## config.mk

```make
export PLATFORM = sky130hd
export DESIGN_NAME = sarseq_top
export DESIGN_NICKNAME = d
export VERILOG_FILES = /design/src/logic/sarseq_pkg.sv /design/src/logic/sarseq_tad_div.sv /design/src/logic/sarseq_top.sv
export VERILOG_INCLUDE_DIRS = /design/src /design/src/logic
export SDC_FILE = /design/constraint.sdc
export NUM_CORES = 1
export LEC_CHECK = 0
export BUFFER_PORTS_ARGS = -buffer_cell sky130_fd_sc_hd__clkbuf_2
export CAP_MARGIN = 20
export CELL_PAD_IN_SITES_DETAIL_PLACEMENT = 1
export CELL_PAD_IN_SITES_GLOBAL_PLACEMENT = 1
export CORE_MARGIN = 8
export CORE_UTILIZATION = 31
export CTS_CLUSTER_SIZE = 20
export DETAILED_ROUTE_END_ITERATION = 8
export PLACE_DENSITY_LB_ADDON = 0.2
export SYNTH_ARGS = -nofsm -noshare
export SYNTH_HDL_FRONTEND = slang
export SYNTH_SLANG_ARGS = --single-unit
```

## constraint.sdc

```tcl
create_clock -name mclk -period 8.2 [get_ports mclk]
set_clock_uncertainty 0.05 [all_clocks]
set_input_delay 1.64 -clock mclk [delete_from_list [all_inputs] [get_ports mclk]]
set_output_delay 1.64 -clock mclk [all_outputs]
set_load 0.005 [all_outputs]
```

## src/logic/sarseq_defines.svh

```systemverilog
// Purpose: Constants for the converter sequencer: offsets, fields, reset values, timing counts.
// Assumes: 16-bit register data on a plain strobe port.
// Notes:   Offsets are word indices on the register port.
`ifndef SARSEQ_DEFINES_SVH
`define SARSEQ_DEFINES_SVH

`define SARSEQ_ADDR_W        6
`define SARSEQ_OFS_CTRL1     6'h00
`define SARSEQ_OFS_CTRL2     6'h01
`define SARSEQ_OFS_CTRL3     6'h02
`define SARSEQ_OFS_STATUS    6'h03
`define SARSEQ_OFS_BUF0      6'h10

// Control 1 fields
`define SARSEQ_C1_ON         15
`define SARSEQ_C1_SSRC_LO    5
`define SARSEQ_C1_AUTO_SAMPLE_ENABLE       2
`define SARSEQ_C1_SAMPLE_HOLD_BIT       1
`define SARSEQ_C1_MASK       16'h80e6
// Control 2 fields
`define SARSEQ_C2_SMPI_LO    2
`define SARSEQ_C2_BUFFER_SPLIT_MODE       1
`define SARSEQ_C2_ALTERNATE_INPUT_SELECT       0
`define SARSEQ_C2_MASK       16'h003f
// Control 3 fields
`define SARSEQ_C3_AUTO_SAMPLE_TIME_LO    8
`define SARSEQ_C3_RC_CLOCK_SELECT       7
`define SARSEQ_C3_ADCS_LO    0
`define SARSEQ_C3_MASK       16'h1fbf
// Status fields
`define SARSEQ_ST_DONE       0
`define SARSEQ_ST_CONVERSION_ACTIVE       1
`define SARSEQ_ST_IRQ        2

`define SARSEQ_RST_REG       16'h0000

`define SARSEQ_SRC_SW        3'h0
`define SARSEQ_SRC_TIMER     3'h2
`define SARSEQ_SRC_EXT       3'h1
`define SARSEQ_SRC_AUTO      3'h7

`define SARSEQ_CONVERSION_ACTIVE_TADS     5'h0e
`define SARSEQ_ABORT_TADS    2
// One instruction cycle delay before an RC-clocked conversion, in mclk cycles
`define SARSEQ_TCY_NS        5
`define SARSEQ_CLK_NS        5
`define SARSEQ_RC_DELAY      ((`SARSEQ_TCY_NS + `SARSEQ_CLK_NS - 1) / `SARSEQ_CLK_NS)

`endif

```

## src/logic/sarseq_pkg.sv

```systemverilog
// Purpose: Types shared by the converter sequencer.
// Assumes: Constants come from sarseq_defines.svh.
// Notes:   None.
`default_nettype none
package sarseq_pkg;
	typedef enum logic [1:0] {
		SARSEQ_IDLE   = 2'b00,
		SARSEQ_SAMPLE = 2'b01,
		SARSEQ_WAIT   = 2'b10,
		SARSEQ_CONVERSION_ACTIVE   = 2'b11
	} sarseq_state_e;

	typedef struct packed {
		logic [5:0]  addr;
		logic [15:0] wdata;
		logic        wr;
		logic        rd;
	} sarseq_bus_s;

	typedef struct packed {
		logic        sample;
		logic        convert;
		logic        tad_tick;
	} sarseq_analog_s;
endpackage
`default_nettype wire

```

## src/logic/sarseq_tad_div.sv

```systemverilog
// Purpose: Conversion clock tick: divided instruction clock or RC tick.
// Assumes: mclk is the instruction clock; rc_tick is an already synchronised pulse.
// Notes:   Tick comes every divisor+1 half-cycles of the instruction clock, rounded up to whole cycles.
`include "sarseq_defines.svh"
`default_nettype none
module sarseq_tad_div #(
	parameter int DIV_W = 6
) (
	input  wire logic             mclk,
	input  wire logic             sys_rst,
	input  wire logic             run,
	input  wire logic             rc_sel,
	input  wire logic             rc_tick,
	input  wire logic [DIV_W-1:0] divisor,
	output logic                  tad_tick
);
	import sarseq_pkg::*;

	// Half-cycle steps: count 2 per mclk, wrap at divisor+1 (period = Tcy*0.5*(div+1), rounded up to whole Tcy)
	logic [DIV_W+1:0] acc;
	wire  [DIV_W+1:0] limit   = {2'b00, divisor} + {{(DIV_W+1){1'b0}}, 1'b1};
	wire  [DIV_W+1:0] acc_inc = acc + {{DIV_W{1'b0}}, 2'b10};
	wire              wrap    = acc_inc >= limit;
	wire              div_tick = run && !rc_sel && wrap;

	always_ff @(posedge mclk) begin
		if (sys_rst || !run || rc_sel) begin
			acc <= '0;
		end else begin
			// Remainder is dropped on wrap so the count stays bounded; even divisors run slightly slow
			acc <= wrap ? '0 : acc_inc;
		end
	end

	// Divisor 0 would tick twice per mclk; one pulse per mclk is the limit of a single clock
	assign tad_tick = div_tick || (run && rc_sel && rc_tick);
endmodule
`default_nettype wire

```

## src/logic/sarseq_top.sv

```systemverilog
// Purpose: Sequencer for a 12-bit successive-approximation converter.
// Assumes: mclk is the instruction clock; analog core converts while convert is high.
// Notes:   Register port has one-cycle read latency and never stalls.
// Summary of operation
// Software leaves trigger, sample and buffer settings alone while the converter is on.
// Sixteen 12-bit result entries, readable but not writable by software.
// Setting the sample-hold bit starts acquisition.
// Each result is stored; done and irq set after the programmed sample count.
// Trigger select 000: clearing sample-hold ends acquisition and starts conversion.
// Trigger select 111: conversion starts after auto-sample-time conversion clocks.
// Software sets auto-sample time to at least one when using auto-start.
// Timer and external events can also end acquisition and start conversion.
// Turning the converter off aborts conversion and stops sequencing.
// An aborted conversion leaves the result buffer unchanged.
// Turn-off wins over a coinciding auto-start; no conversion begins.
// Software waits two conversion clocks after abort before sampling again.
// A conversion takes fourteen conversion clocks.
// Conversion clock period is Tcy times half of divisor plus one; even divisors round up to whole Tcy.
// RC clock select uses the internal RC tick as conversion clock.
// Software keeps the conversion clock period at or above 667 ns.
// Converter on: active; off: sequencing and clock disabled.
// Sleep aborts a conversion, not resumed on wake-up.
// Sleep entry and exit leave register contents unchanged.
// With RC clock, conversion works in sleep, starting one instruction cycle late; the WAIT state holds two mclk cycles.
// On completion conversion-active clears and the result is stored.
// Done in sleep: wake if irq enabled, else the module turns itself off; the code does this on every stored result.
// Reset clears registers, turns off, aborts; the result buffer is kept.
// Write position advances per result and wraps after each interrupt group.
//
// Design decisions made here: the strobed register port and the register addresses.
`include "sarseq_defines.svh"
`default_nettype none
module sarseq_top #(
	parameter int DEPTH  = 16,
	parameter int DATA_W = 12
) (
	input  wire logic                  mclk,
	input  wire logic                  sys_rst,
	input  wire sarseq_pkg::sarseq_bus_s bus,
	output logic [15:0]                rdata,
	input  wire logic                  sleep,
	input  wire logic                  irq_enable,
	input  wire logic                  timer_trig,
	input  wire logic                  ext_trig_pin,
	input  wire logic                  rc_clk_pin,
	input  wire logic [DATA_W-1:0]     core_result,
	output sarseq_pkg::sarseq_analog_s analog,
	output logic                       converter_irq_flag,
	output logic                       wake_req
);
	import sarseq_pkg::*;

	logic [15:0]       ctrl1;
	logic [15:0]       ctrl2;
	logic [15:0]       ctrl3;
	logic              done;
	logic [DATA_W-1:0] result_buffer [DEPTH];
	logic [3:0]        wr_pos;
	logic [3:0]        grp_cnt;
	logic [4:0]        tad_cnt;
	logic [1:0]        rc_dly;
	logic              sleep_off;
	logic [2:0]        ext_sync;
	logic [2:0]        rc_sync;
	logic              ext_q;
	logic              rc_q;
	logic              rc_lvl;
	sarseq_state_e     state;
	sarseq_state_e     next_state;

	// Bus decode
	wire wr_c1   = bus.wr && bus.addr == `SARSEQ_OFS_CTRL1;
	wire wr_c2   = bus.wr && bus.addr == `SARSEQ_OFS_CTRL2;
	wire wr_c3   = bus.wr && bus.addr == `SARSEQ_OFS_CTRL3;
	wire wr_st   = bus.wr && bus.addr == `SARSEQ_OFS_STATUS;
	wire is_buf  = bus.addr[5:4] == 2'b01;

	// Fields
	wire       conversion_active_on   = ctrl1[`SARSEQ_C1_ON];
	wire [2:0] trig_src  = ctrl1[`SARSEQ_C1_SSRC_LO +: 3];
	wire       auto_sample_hold_bit = ctrl1[`SARSEQ_C1_AUTO_SAMPLE_ENABLE];
	wire       sample_hold_bit_bit  = ctrl1[`SARSEQ_C1_SAMPLE_HOLD_BIT];
	wire [3:0] smpi      = ctrl2[`SARSEQ_C2_SMPI_LO +: 4];
	wire [4:0] auto_sample_time      = ctrl3[`SARSEQ_C3_AUTO_SAMPLE_TIME_LO +: 5];
	wire       rc_sel    = ctrl3[`SARSEQ_C3_RC_CLOCK_SELECT];
	wire [5:0] divisor   = ctrl3[`SARSEQ_C3_ADCS_LO +: 6];

	// Sleep stops the divided clock; only RC keeps running
	wire active    = conversion_active_on && !sleep_off;
	wire clk_ok    = !sleep || rc_sel;
	wire run       = active && clk_ok;
	wire tad_tick;

	sarseq_tad_div #(
		.DIV_W(6)
	) u_div (
		.mclk    (mclk),
		.sys_rst (sys_rst),
		.run     (run),
		.rc_sel  (rc_sel),
		.rc_tick (rc_q),
		.divisor (divisor),
		.tad_tick(tad_tick)
	);

	// Pin synchronisers: change counts when stages 2 and 3 agree
	// One tick per RC rise: a level-based pulse would fire every cycle while the pin is high
	wire rc_new = (rc_sync[2] == rc_sync[1]) ? rc_sync[1] : rc_lvl;

	always_ff @(posedge mclk) begin
		if (sys_rst) begin
			ext_sync <= 3'h0;
			rc_sync  <= 3'h0;
			ext_q    <= 1'b0;
			rc_lvl   <= 1'b0;
			rc_q     <= 1'b0;
		end else begin
			ext_sync <= {ext_sync[1:0], ext_trig_pin};
			rc_sync  <= {rc_sync[1:0], rc_clk_pin};
			ext_q    <= (ext_sync[2] == ext_sync[1]) ? ext_sync[1] : ext_q;
			rc_lvl   <= rc_new;
			rc_q     <= rc_new && !rc_lvl;
		end
	end

	logic ext_prev;
	always_ff @(posedge mclk) begin
		if (sys_rst) begin
			ext_prev <= 1'b0;
		end else begin
			ext_prev <= ext_q;
		end
	end
	wire ext_rise = ext_q && !ext_prev;

	// Trigger selection while sampling
	wire sw_end    = trig_src == `SARSEQ_SRC_SW && !sample_hold_bit_bit;
	wire auto_end  = trig_src == `SARSEQ_SRC_AUTO && tad_tick && tad_cnt + 5'h01 >= auto_sample_time;
	wire tmr_end   = trig_src == `SARSEQ_SRC_TIMER && timer_trig;
	wire ext_end   = trig_src == `SARSEQ_SRC_EXT && ext_rise;
	wire trig_end  = sw_end || auto_end || tmr_end || ext_end;
	wire conversion_active_last = state == SARSEQ_CONVERSION_ACTIVE && tad_tick && tad_cnt == `SARSEQ_CONVERSION_ACTIVE_TADS - 5'h01;
	wire grp_last  = grp_cnt == smpi;
	wire sample_hold_bit_set  = wr_c1 && bus.wdata[`SARSEQ_C1_SAMPLE_HOLD_BIT];

	always_comb begin
		next_state = state;
		unique case (state)
			SARSEQ_IDLE:   if (run && sample_hold_bit_bit) next_state = SARSEQ_SAMPLE;
			SARSEQ_SAMPLE: if (trig_end) next_state = rc_sel ? SARSEQ_WAIT : SARSEQ_CONVERSION_ACTIVE;
			SARSEQ_WAIT:   if (rc_dly == 2'(`SARSEQ_RC_DELAY)) next_state = SARSEQ_CONVERSION_ACTIVE;
			SARSEQ_CONVERSION_ACTIVE:   if (conversion_active_last) next_state = auto_sample_hold_bit ? SARSEQ_SAMPLE : SARSEQ_IDLE;
		endcase
		// Off or clock loss aborts anything in flight, ahead of any trigger
		if (!run) next_state = SARSEQ_IDLE;
	end

	always_ff @(posedge mclk) begin
		if (sys_rst) begin
			state <= SARSEQ_IDLE;
		end else begin
			state <= next_state;
		end
	end

	always_ff @(posedge mclk) begin
		if (sys_rst || state != next_state) begin
			tad_cnt <= 5'h00;
			rc_dly  <= 2'h0;
		end else begin
			tad_cnt <= tad_tick ? tad_cnt + 5'h01 : tad_cnt;
			rc_dly  <= rc_dly + 2'h1;
		end
	end

	wire store = conversion_active_last && run;

	// Result buffer: hardware writes only; reset leaves contents alone
	always_ff @(posedge mclk) begin
		if (store) begin
			result_buffer[wr_pos] <= core_result;
		end
	end

	always_ff @(posedge mclk) begin
		if (sys_rst) begin
			wr_pos  <= 4'h0;
			grp_cnt <= 4'h0;
		end else if (!conversion_active_on) begin
			wr_pos  <= 4'h0;
			grp_cnt <= 4'h0;
		end else if (store) begin
			wr_pos  <= grp_last ? 4'h0 : wr_pos + 4'h1;
			grp_cnt <= grp_last ? 4'h0 : grp_cnt + 4'h1;
		end
	end

	// Registers; sleep has no path here, so contents survive it
	always_ff @(posedge mclk) begin
		if (sys_rst) begin
			ctrl1 <= `SARSEQ_RST_REG;
			ctrl2 <= `SARSEQ_RST_REG;
			ctrl3 <= `SARSEQ_RST_REG;
		end else begin
			if (wr_c1) begin
				ctrl1 <= bus.wdata & `SARSEQ_C1_MASK;
			end else if (conversion_active_last && auto_sample_hold_bit) begin
				ctrl1[`SARSEQ_C1_SAMPLE_HOLD_BIT] <= 1'b1;
			end else if (state == SARSEQ_SAMPLE && trig_end && trig_src != `SARSEQ_SRC_SW) begin
				ctrl1[`SARSEQ_C1_SAMPLE_HOLD_BIT] <= auto_sample_hold_bit;
			end
			if (wr_c2) begin
				ctrl2 <= bus.wdata & `SARSEQ_C2_MASK;
			end
			if (wr_c3) begin
				ctrl3 <= bus.wdata & `SARSEQ_C3_MASK;
			end
		end
	end

	// Done and irq flags: hardware set wins over software clear
	wire grp_done = store && grp_last;
	always_ff @(posedge mclk) begin
		if (sys_rst) begin
			done               <= 1'b0;
			converter_irq_flag <= 1'b0;
		end else begin
			done               <= grp_done || (done && !sample_hold_bit_set && !(wr_st && !bus.wdata[`SARSEQ_ST_DONE]));
			converter_irq_flag <= grp_done || (converter_irq_flag && !(wr_st && !bus.wdata[`SARSEQ_ST_IRQ]));
		end
	end

	// Self turn-off in sleep without irq; converter_on bit stays set
	always_ff @(posedge mclk) begin
		if (sys_rst || !sleep || !conversion_active_on) begin
			sleep_off <= 1'b0;
			wake_req  <= 1'b0;
		end else if (grp_done || store) begin
			sleep_off <= !irq_enable;
			wake_req  <= irq_enable;
		end
	end

	// Read mux
	wire conversion_active_busy = state == SARSEQ_CONVERSION_ACTIVE || state == SARSEQ_WAIT;
	wire [15:0] st_word = {13'h0000, converter_irq_flag, conversion_active_busy, done};
	wire [15:0] buf_word = {{(16 - DATA_W){1'b0}}, result_buffer[bus.addr[3:0]]};
	wire [15:0] rd_mux =
		(bus.addr == `SARSEQ_OFS_CTRL1)  ? ctrl1 :
		(bus.addr == `SARSEQ_OFS_CTRL2)  ? ctrl2 :
		(bus.addr == `SARSEQ_OFS_CTRL3)  ? ctrl3 :
		(bus.addr == `SARSEQ_OFS_STATUS) ? st_word :
		is_buf                           ? buf_word : 16'h0000;

	always_ff @(posedge mclk) begin
		if (sys_rst) begin
			rdata <= 16'h0000;
		end else begin
			rdata <= bus.rd ? rd_mux : 16'h0000;
		end
	end

	assign analog.sample   = state == SARSEQ_SAMPLE;
	assign analog.convert  = state == SARSEQ_CONVERSION_ACTIVE;
	assign analog.tad_tick = tad_tick;

	AST_CONVERSION_ACTIVE_LEN: assert property (@(posedge mclk) disable iff (sys_rst)
		$rose(state == SARSEQ_CONVERSION_ACTIVE) |-> !store [*1])
		else $error("conversion stored on first cycle");
	AST_ABORT: assert property (@(posedge mclk) disable iff (sys_rst)
		!conversion_active_on |=> state == SARSEQ_IDLE)
		else $error("sequencer ran while off");
	AST_NO_STORE_OFF: assert property (@(posedge mclk) disable iff (sys_rst)
		!run |-> !store)
		else $error("result stored after abort");
	AST_OFF_WINS: assert property (@(posedge mclk) disable iff (sys_rst)
		(state == SARSEQ_SAMPLE && auto_end && !run) |=> state != SARSEQ_CONVERSION_ACTIVE)
		else $error("conversion began after turn-off");
	AST_DONE_SET: assert property (@(posedge mclk) disable iff (sys_rst)
		grp_done |=> done && converter_irq_flag)
		else $error("done not set after group");
	AST_DONE_ONLY: assert property (@(posedge mclk) disable iff (sys_rst)
		(store && !grp_last && !done) |=> !done)
		else $error("done set early");
	AST_SAMPLE_START: assert property (@(posedge mclk) disable iff (sys_rst)
		(state == SARSEQ_IDLE && run && sample_hold_bit_bit) |=> state == SARSEQ_SAMPLE)
		else $error("sampling did not start");
	AST_SW_TRIG: assert property (@(posedge mclk) disable iff (sys_rst)
		(state == SARSEQ_SAMPLE && run && sw_end && !rc_sel) |=> state == SARSEQ_CONVERSION_ACTIVE)
		else $error("software trigger ignored");
	AST_WRAP: assert property (@(posedge mclk) disable iff (sys_rst)
		(grp_done && conversion_active_on) |=> wr_pos == 4'h0)
		else $error("write position did not wrap");
	AST_SLEEP_STOP: assert property (@(posedge mclk) disable iff (sys_rst)
		(sleep && !rc_sel) |=> state == SARSEQ_IDLE)
		else $error("conversion ran in sleep without RC");
endmodule
`default_nettype wire

```

==> metrics.md, run 1 <==
| Metric | Value |
|---|---|
| Result of the run | complete, no violations |
| Overall die width | 205 µm |
| Number of different library cells in the post-synthesis netlist | 57 |
| CP Capture Type | primary output |
| Boundary Pins | 64 |
| Maximum resistive drop on vdd | 0.151 mV |
| Worst endpoint data arrival time | 3.49 ns |
| Final core area utilization | 0.361 |
| Post-synth ARST share | 0 |
| Relative area change from synthesis to final layout | 15.5% |
| Number of buffers added for setup after CTS | 0 |
| Instance count of the mapped netlist | 721 |
| Critical Path Fanout Max | 14 |
| CTS max path bufs | 3 |
| CP startpoint kind | flip-flop |
| Global-route wire length before repair | 43,000 µm |
| Post-detailed-placement half-perimeter wirelength | 18,700 µm |
| Cell Rows | 69 |
| Period Utilization, post-route | 0.632 |
| Hold depth | 1 |
| Pre-CTS WS | 3.33 ns |
| Initial Util | 0.313 |
| Clock latency reported for the late side of the worst-skew pair | 0.57 ns |
| Timing-limited maximum frequency | 193 MHz |
| Required time of the critical path | 6.51 ns |
| Number of CTS-inserted buffers | 31 |
| Number of I/O port buffers | 59 |
| Clock edge transition at the registers on the reported setup and hold paths | 0.06 ns |
| Number of nets in the layout | 845 |
| Number of global-route vias before repair | 6,870 |
| Core Footprint | 35,400 µm² |
| Critical setup path kind | reg2out |
| Synthesized area divided by synthesized cell count | 15.3 µm² |
| Routed vias | 6,364 |
| Clock period minus worst slack | 5.18 ns |
| Min-Delay Path Class | reg2reg |
| Total congestion overflow after global routing | 0 |
| Die Area | 42,000 µm² |
| Primary FF master, synth | edfxtp_1 |
| Yosys warns | 0 |
| Share of post-route cells with drive strength above 1 | 0.219 |
| Total Neg Setup Slack | 0 ns |
| Routability cong. | 0.762 |
| Most common cell after layout, fill and taps aside | edfxtp_1 |
| Summed instance area of the synthesized netlist | 11,100 µm² |
| Number of gates resized after CTS | 0 |
| Initial antenna violation count | 1 |
| Largest net degree at the start of global routing | 43 |
| Final number of max-transition violations | 0 |
| Total length of routed wires | 28,700 µm |
| Final Worst Setup Slack | 3.02 ns |
| Vertical extent of the die | 205 µm |
| Number of synthesized flops with an enable pin | 192 |
| DRT iter0 DRCs | 314 |
| Ratio of routed vias to standard cells | 5.02 |
| Quantity of hold-fixing buffers added after cts | 0 |
| CTS tree | yes |
| CTS Root Cell | clkbuf_16 |
| Placed instance area | 11,800 µm² |
| DRC | 0 |
| Synthesis-stage register bit count | 268 |
| Commonest cells after routing, fill and taps aside | edfxtp_1, dfxtp_1, mux4_2 |
| Sequential share of the synthesized area | 0.659 |
| DR pass1 iterations | 4 |
| Hold Fails Final Rpt | 0 |
| Worst slew slack as a fraction of its limit | 0.303 |
| RSZ-0062 raised after global routing | false |
| Detail-routed net length per standard cell | 22.7 µm |
| Areal power density over the cells | 226 nW/µm² |
| Post-route standard cell area excluding fillers | 12,800 µm² |
| Static power due to leakage | 4.32 nW |
| Count of maximum capacitance violations | 0 |
| Overall track demand over capacity in global routing | 0.137 |
| Count of antenna-violating nets left after detailed routing | 0 |
| Worst-Margin Slew | 1.04 ns |
| Final setup violation count | 0 |
| Worst-case reg-to-reg path depth | 10 |
| # H-tree levels | 1 |
| Clock Sink Count | 268 |
## worst max-delay path: stages (launching register included)
cell	delay (ns)
dfxtp_1	0.41
ha_1	0.22
nand3_1	0.14
xnor2_1	0.23
ha_1	0.28
a21o_1	0.18
a211oi_1	0.26
nand3_2	0.37
o211ai_1	0.59
inv_1	0.09
clkbuf_2	0.13
## metrics by stage
stage / power (W) / std cells / hold WS (ns)
finish: 0.00289 / 1267 / 0.382
global route: 0.00299 / 1266 / 0.409
CTS: 0.00293 / 1266 / 0.380
detailed placement: 0.00159 / 1210 / 0.357
global placement: 0.00159 / 1210 / 0.351
floorplan: 0.00155 / 723 / 0.340
## path summary, 6_finish.rpt
| kind | end | from | slack (ns) |
|---|---|---|---|
| worst max register to register | result_buffer[14][11] | u_div.acc[1] | 4.12 |
| worst min register to register | rc_q | rc_lvl | 0.38 |
| worst max-delay path | analog[0] | u_div.acc[1] | 3.02 |
| worst min-delay path | rc_q | rc_lvl | 0.38 |
## registers in the layout, summed over array words and instances (netlist names), 2 cells and up
register	flops
rc_sync	3
ctrl3	12
wr_pos	4
rc_dly	2
ext_sync	3
ctrl1	6
u_div.acc	7
ctrl2	6
result_buffer	192
state	2
rdata	14
grp_cnt	4
tad_cnt	5
## where the power goes
| part | internal, W | leakage (nW) | switching, W | total [W] |
|---|---|---|---|---|
| Combinational | 0.0000442 | 1.51 | 0.0000650 | 0.000109 |
| Sequential | 0.00145 | 2.34 | 0.00000197 | 0.00146 |
| Clock | 0.000788 | 0.470 | 0.000536 | 0.00132 |
| Total | 0.00229 | 4.32 | 0.000603 | 0.00289 |
## cell usage after synthesis, types with 8 or more instances
library cell	number	share of area
a21oi_1	31	0.014
a22oi_1	9	0.0061
and3_1	24	0.014
buf_2	9	0.0041
clkbuf_1	20	0.0068
dfxtp_1	76	0.14
edfxtp_1	192	0.52
ha_1	20	0.023
inv_1	12	0.0041
mux2i_1	12	0.011
mux4_2	60	0.12
nand2_1	38	0.013
nand3_1	32	0.014
nor2_1	50	0.017
nor2b_1	17	0.0096
nor3_1	9	0.0041
o211ai_1	8	0.0054
o21ai_0	12	0.0054
xor2_1	17	0.013
## cell families after synthesis
| kind of cell | after synthesis | share of synthesized area |
|---|---|---|
| compound gates | 86 | 0.0509 |
| xor+xnor | 24 | 0.0190 |
| fa+ha+maj | 20 | 0.0226 |
| buf+inv | 49 | 0.0210 |
| flops | 268 | 0.659 |
| mux | 73 | 0.134 |
| other cells | 1 | 0.000339 |
| simple gates | 200 | 0.0933 |
## final cells by class
type,count,area (µm²)
multi-input cells,406,3560
fillers,3659,22600
flip-flops and latches,268,7290
inverters,12,45.0
clock inverters,16,166
diodes,1,2.50
well taps,461,577
clock buffers,40,810
repair buffers,63,328
## layer usage
metal  GRT usage  routed length (µm)  part of all wire
met5           0                  13           0.00045
met4      0.0370                 711             0.025
met3      0.0294                1330             0.046
met2       0.242               14600              0.51
met1       0.166               12100              0.42
Power figures use the tool's default switching activity.
==> run 2, diff against run 1 <==
--- a/config.mk
+++ b/config.mk
@@ -6,6 +6,7 @@
 export SDC_FILE = /design/constraint.sdc
 export NUM_CORES = 1
 export LEC_CHECK = 0
+export ABC_AREA = 1
 export BUFFER_PORTS_ARGS = -buffer_cell sky130_fd_sc_hd__clkbuf_2
 export CAP_MARGIN = 20
 export CELL_PAD_IN_SITES_DETAIL_PLACEMENT = 1
==> constraint.sdc (replaced) <==
create_clock -name mclk -period 4.4 [get_ports mclk]
set_clock_uncertainty 0.05 [all_clocks]
set_input_delay 0.88 -clock mclk [delete_from_list [all_inputs] [get_ports mclk]]
set_output_delay 0.88 -clock mclk [all_outputs]
set_load 0.005 [all_outputs]
==> metrics.md, run 2 <==
| Metric | Value |
|---|---|
| CP Capture Type | primary output |
| Most numerous cell in the Yosys netlist | edfxtp_1 |
| Internal Dissipation | 0.00426 W (+86%) |
| Synthesized area divided by synthesized cell count | 11.4 µm² (-26%) |
| Number of different library cells in the post-synthesis netlist | 54 (-5.3%) |
| Largest net degree at the start of global routing | 37 (-14%) |
| Initial Util | 0.314 (+0.00154) |
| Min-Delay Path Class | reg2reg |
| Pre-CTS WS | 0.867 ns (-2.47 ns) |
| CTS tree | yes |
| Worst-Margin Slew | 0.945 ns (-0.0976 ns) |
| Antenna cell count | 0 (-1) |
| Number of buffers added for setup after CTS | 0 (unchanged) |
| Total length of routed wires | 30,500 µm (+6.3%) |
| Clock edge transition at the registers on the reported setup and hold paths | 0.06 ns (about the same) |
| Areal power density over the cells | 426 nW/µm² (+89%) |
| Leading post-synthesis cells by cell area | edfxtp_1, dfxtp_1, nand2_1 |
| Timing-limited maximum frequency | 287 MHz |
| Routability cong. | 0.770 (+1.0%) |
| RSZ-0062 raised after global routing | false |
| Ratio of routed vias to standard cells | 4.92 (-2.0%) |
| Most common cell after layout, fill and taps aside | edfxtp_1 |
| CTS max path bufs | 3 (unchanged) |
| Worst-case reg-to-reg path depth | 19 (+9) |
| Number of I/O port buffers | 59 (unchanged) |
| Share of post-route cells with drive strength above 1 | 0.152 (-0.0670) |
| DRC | 0 (unchanged) |
| R2r setup slk | 1.05 ns (-3.07 ns) |
| Proportion of power drawn by combinational gates | 0.043 (+0.005) |
| Number of global-route vias before repair | 7,887 (+15%) |
| Post-detailed-placement half-perimeter wirelength | 20,100 µm (+7.0%) |
| Capturing point of the worst reg2reg path | result_buffer[13][1] |
| Boundary Pins | 64 (unchanged) |
| Post-synth ARST share | 0 (unchanged) |
| DRT iter0 DRCs | 393 (+25%) |
| Total Neg Setup Slack | 0 ns (unchanged) |
| Switching share of power | 0.220 (+0.0109) |
| Cell Rows | 68 (-1.4%) |
| Clock Sink Count | 268 (unchanged) |
| Top cell types by occurrence after synthesis | edfxtp_1, nand2_1, nor2_1, inv_1, dfxtp_1 |
| Number of nets in the layout | 1,101 (+30%) |
| Yosys warns | 0 (unchanged) |
| Clock period minus worst slack | 3.49 ns |
| Crit. Startpoint | ctrl3[0] |
| Hold Fails Final Rpt | 0 (unchanged) |
| Required time of the critical path | 3.47 ns (-3.04 ns) |
| CP startpoint kind | flip-flop |
| Maximum resistive drop on vdd | 0.324 mV (+110%) |
| Result of the run | complete, no violations |
| Area share of the leading cell type in the synthesized netlist | 0.533 (+0.0116) |
| # fillers | 3,774 (+3.1%) |
| Critical R2R Launch | ctrl3[0] |
| Detail-routed net length per standard cell | 20.1 µm (-11%) |
| Total congestion overflow after global routing | 0 (unchanged) |
| Primary FF master, synth | edfxtp_1 |
| Core Footprint | 34,500 µm² (-2.7%) |
| Cell taking the most area after synthesis | edfxtp_1 |
| Instance count of the mapped netlist | 949 (+32%) |
| Biggest register | result_buffer |
| Critical setup path kind | reg2out |
| Fraction of power consumed by sequential logic | 0.497 (-0.007) |
| DR pass1 iterations | 5 (+1) |
| Largest register FFs | 192 (unchanged) |
| Number of CTS-inserted buffers | 30 (-3.2%) |
| Global-route wire length before repair | 47,100 µm (+9.7%) |
| Clock latency reported for the late side of the worst-skew pair | 0.56 ns (about the same) |
| Vertical extent of the die | 203 µm (-1.0%) |
| Sequential share of the synthesized area | 0.673 (+0.0146) |
| Die Area | 41,100 µm² (-2.0%) |
| Worst setup path endpoint | analog[0] |
| Commonest cells after routing, fill and taps aside | edfxtp_1, nand2_1, nor2_1 |
| P_sw | 0.00120 W (+99%) |
| Relative area change from synthesis to final layout | 18.3% |
| Critical Path Fanout Max | 7 (-7) |
| Final setup violation count | 0 (unchanged) |
| Number of gates resized after CTS | 0 (unchanged) |
| Quantity of hold-fixing buffers added after cts | 0 (unchanged) |
| Final number of max-transition violations | 0 (unchanged) |
| Synthesis-stage register bit count | 268 (unchanged) |
| Overall track demand over capacity in global routing | 0.148 (+0.0114) |
| CTS Root Cell | clkbuf_16 |
| Worst slew slack as a fraction of its limit | 0.367 (+0.0642) |
| Registers with the most flip-flops | result_buffer (192), rdata (14), ctrl3 (12) |
| Worst endpoint data arrival time | 2.56 ns (-0.93 ns) |
| Final Worst Setup Slack | 0.912 ns (-2.11 ns) |
| Period Utilization, post-route | 0.793 |
| Overall die width | 203 µm (-1.0%) |
| Summed instance area of the synthesized netlist | 10,800 µm² (-2.2%) |
| Count of maximum capacitance violations | 0 (unchanged) |
| Number of synthesized flops with an enable pin | 192 (unchanged) |
| Count of antenna-violating nets left after detailed routing | 0 (unchanged) |
| Static power due to leakage | 4.60 nW (+6.6%) |
| Routed vias | 7,468 (+17%) |
| Initial antenna violation count | 0 (-1) |
| # H-tree levels | 1 (unchanged) |
| Part of the total power dissipated in the clock network | 0.460 (+0.002) |
## run 2: changes by cell type after synthesis, moves of 10 or more
cell	before	now
nand2_1	38	175
nor2b_1	17	0
nand4_1	0	17
mux2i_1	12	1
mux4_2	60	0
and3_1	24	1
o21ai_0	12	46
a21oi_1	31	41
inv_1	12	80
a22oi_1	9	50
nor2_1	50	86
## run 2: layout make-up
class / instances / area, µm² / share of cell area
multi-input combinational: 561 / 3070 / 0.240
tap: 455 / 569 / 0.0445
clock inverter: 21 / 219 / 0.0171
sequential: 268 / 7290 / 0.569
inverter: 87 / 332 / 0.0259
clock buffer: 35 / 769 / 0.0601
timing repair buffer: 90 / 553 / 0.0432
## run 2: worst min-delay path by stage
stage / startpoint / depth (start not counted) / end
final: ext_sync[0] / 2 / ext_sync[1]
after global routing: ext_sync[0] / 2 / ext_sync[1]
after CTS: ext_sync[0] / 2 / ext_sync[1]
after detailed placement: ext_sync[0] / 2 / ext_sync[1]
after global placement: ext_sync[0] / 2 / ext_sync[1]
after floorplan: ext_sync[0] / 2 / ext_sync[1]
## run 2: power groups by stage
stage,logic (W),clock network [W],registers (W)
finish,0.000235,0.00251,0.00271
global route,0.000261,0.00267,0.00271
CTS,0.000240,0.00258,0.00271
detailed placement,0.000238,0,0.00277
global placement,0.000234,0,0.00277
floorplan,0.000113,0,0.00277
## run 2: logic make-up after synthesis
group / share of synthesized area
AND/OR/NAND/NOR: 0.133
flip-flops: 0.673
AO/OA/AOI/OAI: 0.111
buffers and inverters: 0.0446
adder cells (fa/ha/maj): 0.0231
XOR/XNOR: 0.0129
other: 0.000347
multiplexers: 0.000925
## run 2: critical path, cell delays in order, from the launching register on
cell and delay [ns]:
dfxtp_1 0.42, ha_1 0.21, nand2_1 0.08, nor2_1 0.12
xor2_1 0.15, inv_1 0.05, ha_1 0.27, nand2_1 0.04
inv_1 0.04, nand2_1 0.04, nand2_1 0.05, nand2_1 0.07
nand2_2 0.11, nand2_4 0.09, inv_4 0.13, clkbuf_2 0.13
## run 2: layer usage
metal  track usage  wire (µm)
met1         0.199      14100
met2         0.243      14400
met3        0.0244       1210
met4        0.0420        795
met5             0          0
## run 2: per-stage QoR
step | power [W] | hold WS (ns) | utilization | cell area (µm²) | std cells
after floorplan | 0.00288 | 0.338 | - | 10800 | 951
after global placement | 0.00300 | 0.341 | 0.343 | 11800 | 1461
after detailed placement | 0.00300 | 0.350 | 0.343 | 11800 | 1461
after CTS | 0.00553 | 0.359 | 0.372 | 12800 | 1517
after global routing | 0.00564 | 0.373 | 0.372 | 12800 | 1517
final | 0.00546 | 0.353 | 0.372 | 12800 | 1517
==> run 3, diff against run 2 <==
==> constraint.sdc (replaced) <==
create_clock -name mclk -period 3.2 [get_ports mclk]
set_clock_uncertainty 0.05 [all_clocks]
set_input_delay 0.64 -clock mclk [delete_from_list [all_inputs] [get_ports mclk]]
set_output_delay 0.64 -clock mclk [all_outputs]
set_load 0.005 [all_outputs]
==> metrics.md, run 3 (synthesized netlist as in run 2, its figures left out) <==
| Metric | Value |
|---|---|
| Final number of max-transition violations | 0 (unchanged) |
| Total length of routed wires | 30,900 µm (+1.2%) |
| Number of nets in the layout | 1,128 (+2.5%) |
| Critical-path cell with the highest stage delay | dfxtp_1 |
| Clock period minus worst slack | 3.05 ns |
| Critical setup path kind | reg2out |
| Required time of the critical path | 2.51 ns (-0.96 ns) |
| Seq. cell area | 7300 µm² (+0.14%) |
| Post-route standard cell area excluding fillers | 13,300 µm² (+3.5%) |
| Min-Delay Path Class | in2reg |
| CP startpoint kind | flip-flop |
| Largest net degree at the start of global routing | 28 (-24%) |
| Overall track demand over capacity in global routing | 0.148 (-0.000473) |
| Number of global-route vias before repair | 7,657 (-2.9%) |
| Routability cong. | 0.779 (+1.1%) |
| Clock Sink Count | 268 (unchanged) |
| Detail-routed net length per standard cell | 20.0 µm (-0.67%) |
| Count of maximum capacitance violations | 0 (unchanged) |
| Count of antenna-violating nets left after detailed routing | 0 (unchanged) |
| DRC | 0 (unchanged) |
| # H-tree levels | 1 (unchanged) |
| Timing-limited maximum frequency | 328 MHz |
| Registers with the most flip-flops | result_buffer (192), rdata (14), ctrl3 (12) |
| CP Capture Type | primary output |
| Cell Rows | 68 (unchanged) |
| Placed instance area | 12,100 µm² (+2.5%) |
| Core Footprint | 34,500 µm² (unchanged) |
| Largest register FFs | 192 (unchanged) |
| Clock latency reported for the late side of the worst-skew pair | 0.57 ns (about the same) |
| Static power due to leakage | 4.82 nW (+4.9%) |
| Area of the multi-input gates | 3130 µm² (+1.8%) |
| Final setup violation count | 0 (unchanged) |
| Initial antenna violation count | 0 (unchanged) |
| Share of post-route cells with drive strength above 1 | 0.182 (+0.0302) |
| Relative area change from synthesis to final layout | 22.5% |
| Maximum resistive drop on vdd | 0.423 mV (+31%) |
| Hold Fails Final Rpt | 0 (unchanged) |
| R2r setup slk | 0.31 ns (-0.74 ns) |
| Routed vias | 7,429 (-0.52%) |
| Quantity of hold-fixing buffers added after cts | 0 (unchanged) |
| Sequence of cells on the critical path | ha_4, nand2_1, inv_2, nand2_4, nand2_1, inv_1, nor2_1, ha_1, a21oi_1, nand2_1, nand2_2, nand2_4, nand2_4, inv_8, buf_6 |
| Initial Util | 0.314 (unchanged) |
| Hold WS | 0.217 ns (-0.136 ns) |
| Number of I/O port buffers | 59 (unchanged) |
| Worst-Margin Slew | 0.675 ns (-0.270 ns) |
| Critical path's largest stage delay | 0.37 ns (-0.05 ns) |
| Critical Path Fanout Max | 6 (-1) |
| Vertical extent of the die | 203 µm (unchanged) |
| Biggest register | result_buffer |
| Die Area | 41,100 µm² (unchanged) |
| Total power after layout | 0.00767 W (+41%) |
| Areal power density over the cells | 579 nW/µm² (+36%) |
| # fillers | 3,775 (+0.026%) |
| CTS max path bufs | 3 (unchanged) |
| RSZ-0062 raised after global routing | true |
| CTS Root Cell | clkbuf_16 |
| Boundary Pins | 64 (unchanged) |
| Number of CTS-inserted buffers | 31 (+3.3%) |
| Result of the run | complete, no violations |
| Overall die width | 203 µm (unchanged) |
| Ratio of routed vias to standard cells | 4.81 (-2.3%) |
| CTS tree | yes |
| DRT iter0 DRCs | 356 (-9.4%) |
| Post-detailed-placement half-perimeter wirelength | 21,300 µm (+6.4%) |
| DR pass1 iterations | 4 (-1) |
| Total congestion overflow after global routing | 0 (unchanged) |
| Clock edge transition at the registers on the reported setup and hold paths | 0.06 ns (about the same) |
| Global-route wire length before repair | 46,800 µm (-0.76%) |
| Commonest cells after routing, fill and taps aside | edfxtp_1, nand2_1, nor2_1 |
| Final core area utilization | 0.385 (+0.0130) |
| Period Utilization, post-route | 0.952 |
| Worst slew slack as a fraction of its limit | 0.549 (+0.182) |
| Most common cell after layout, fill and taps aside | edfxtp_1 |
| Worst endpoint data arrival time | 2.36 ns (-0.20 ns) |
## run 3: changes by cell type in the layout (fill, tap and decap cells not counted), moves of 2 or more
cell and change:
buf_12 +10, dfxtp_1 -4, dfxtp_4 +2, clkinv_4 -2, buf_4 +16, nand2_1 -2
dfxtp_2 +2, nor2_1 -2, nand2_4 +3, ha_4 +2, ha_1 -2
## run 3: worst max-delay path: cells and delay by family, from the launching register on
family          cells  cell delay (ns)
simple gates        8             0.62
flops               1             0.37
fa+ha+maj           2             0.40
compound gates      1             0.13
buf+inv             4             0.27
## run 3: metrics by stage
| step | setup WS, ns | setup TNS, ns | instances |
|---|---|---|---|
| 5_1_grt | -0.0333 | -0.0333 | 1544 |
| 3_5_place_dp | 0.173 | 0 | 1483 |
| 2_1_floorplan | 0.270 | 0 | 951 |
| 4_1_cts | 0.0216 | 0 | 1541 |
| 3_3_place_gp | 0.187 | 0 | 1483 |
| 6_report | 0.155 | 0 | 1545 |
## run 3: power by group
| part | switching [W] | internal, W |
|---|---|---|
| logic | 0.000235 | 0.000106 |
| clock network | 0.00143 | 0.00218 |
| registers | 0.00000541 | 0.00372 |
| total | 0.00167 | 0.00601 |
## run 3: per-layer routing
metal / global-route usage / wire, µm
met1: 0.201 / 14700
met2: 0.248 / 14700
met3: 0.0207 / 934
met4: 0.0295 / 540
met5: 0 / 0
## run 3: final cells by class
class,instances,share of cell area
Sequential cell,268,0.551
Tap cell,455,0.0430
Timing Repair Buffer,116,0.0664
Inverter,87,0.0254
Multi-Input combinational cell,561,0.236
Clock inverter,21,0.0183
Clock buffer,36,0.0600
Antenna cell,1,0.000189
## run 3: repair_timing
| action | in CTS | in global routing |
|---|---|---|
| setup endpoints to repair | 1 | 1 |
| buffers inserted | 1 | 3 |
| endpoints found under the hold margin | 0 | 0 |
| gates resized for setup | 5 | 16 |
| pin swaps | 0 | 11 |
## run 3: final timing paths
check,startpoint,end,cells past startpoint
worst max-delay path,u_div.acc[2],analog[0],15
worst min-delay path,ext_trig_pin,ext_sync[0],3
worst max register to register,ctrl3[0],result_buffer[7][10],20
worst min register to register,rc_sync[0],rc_sync[1],2
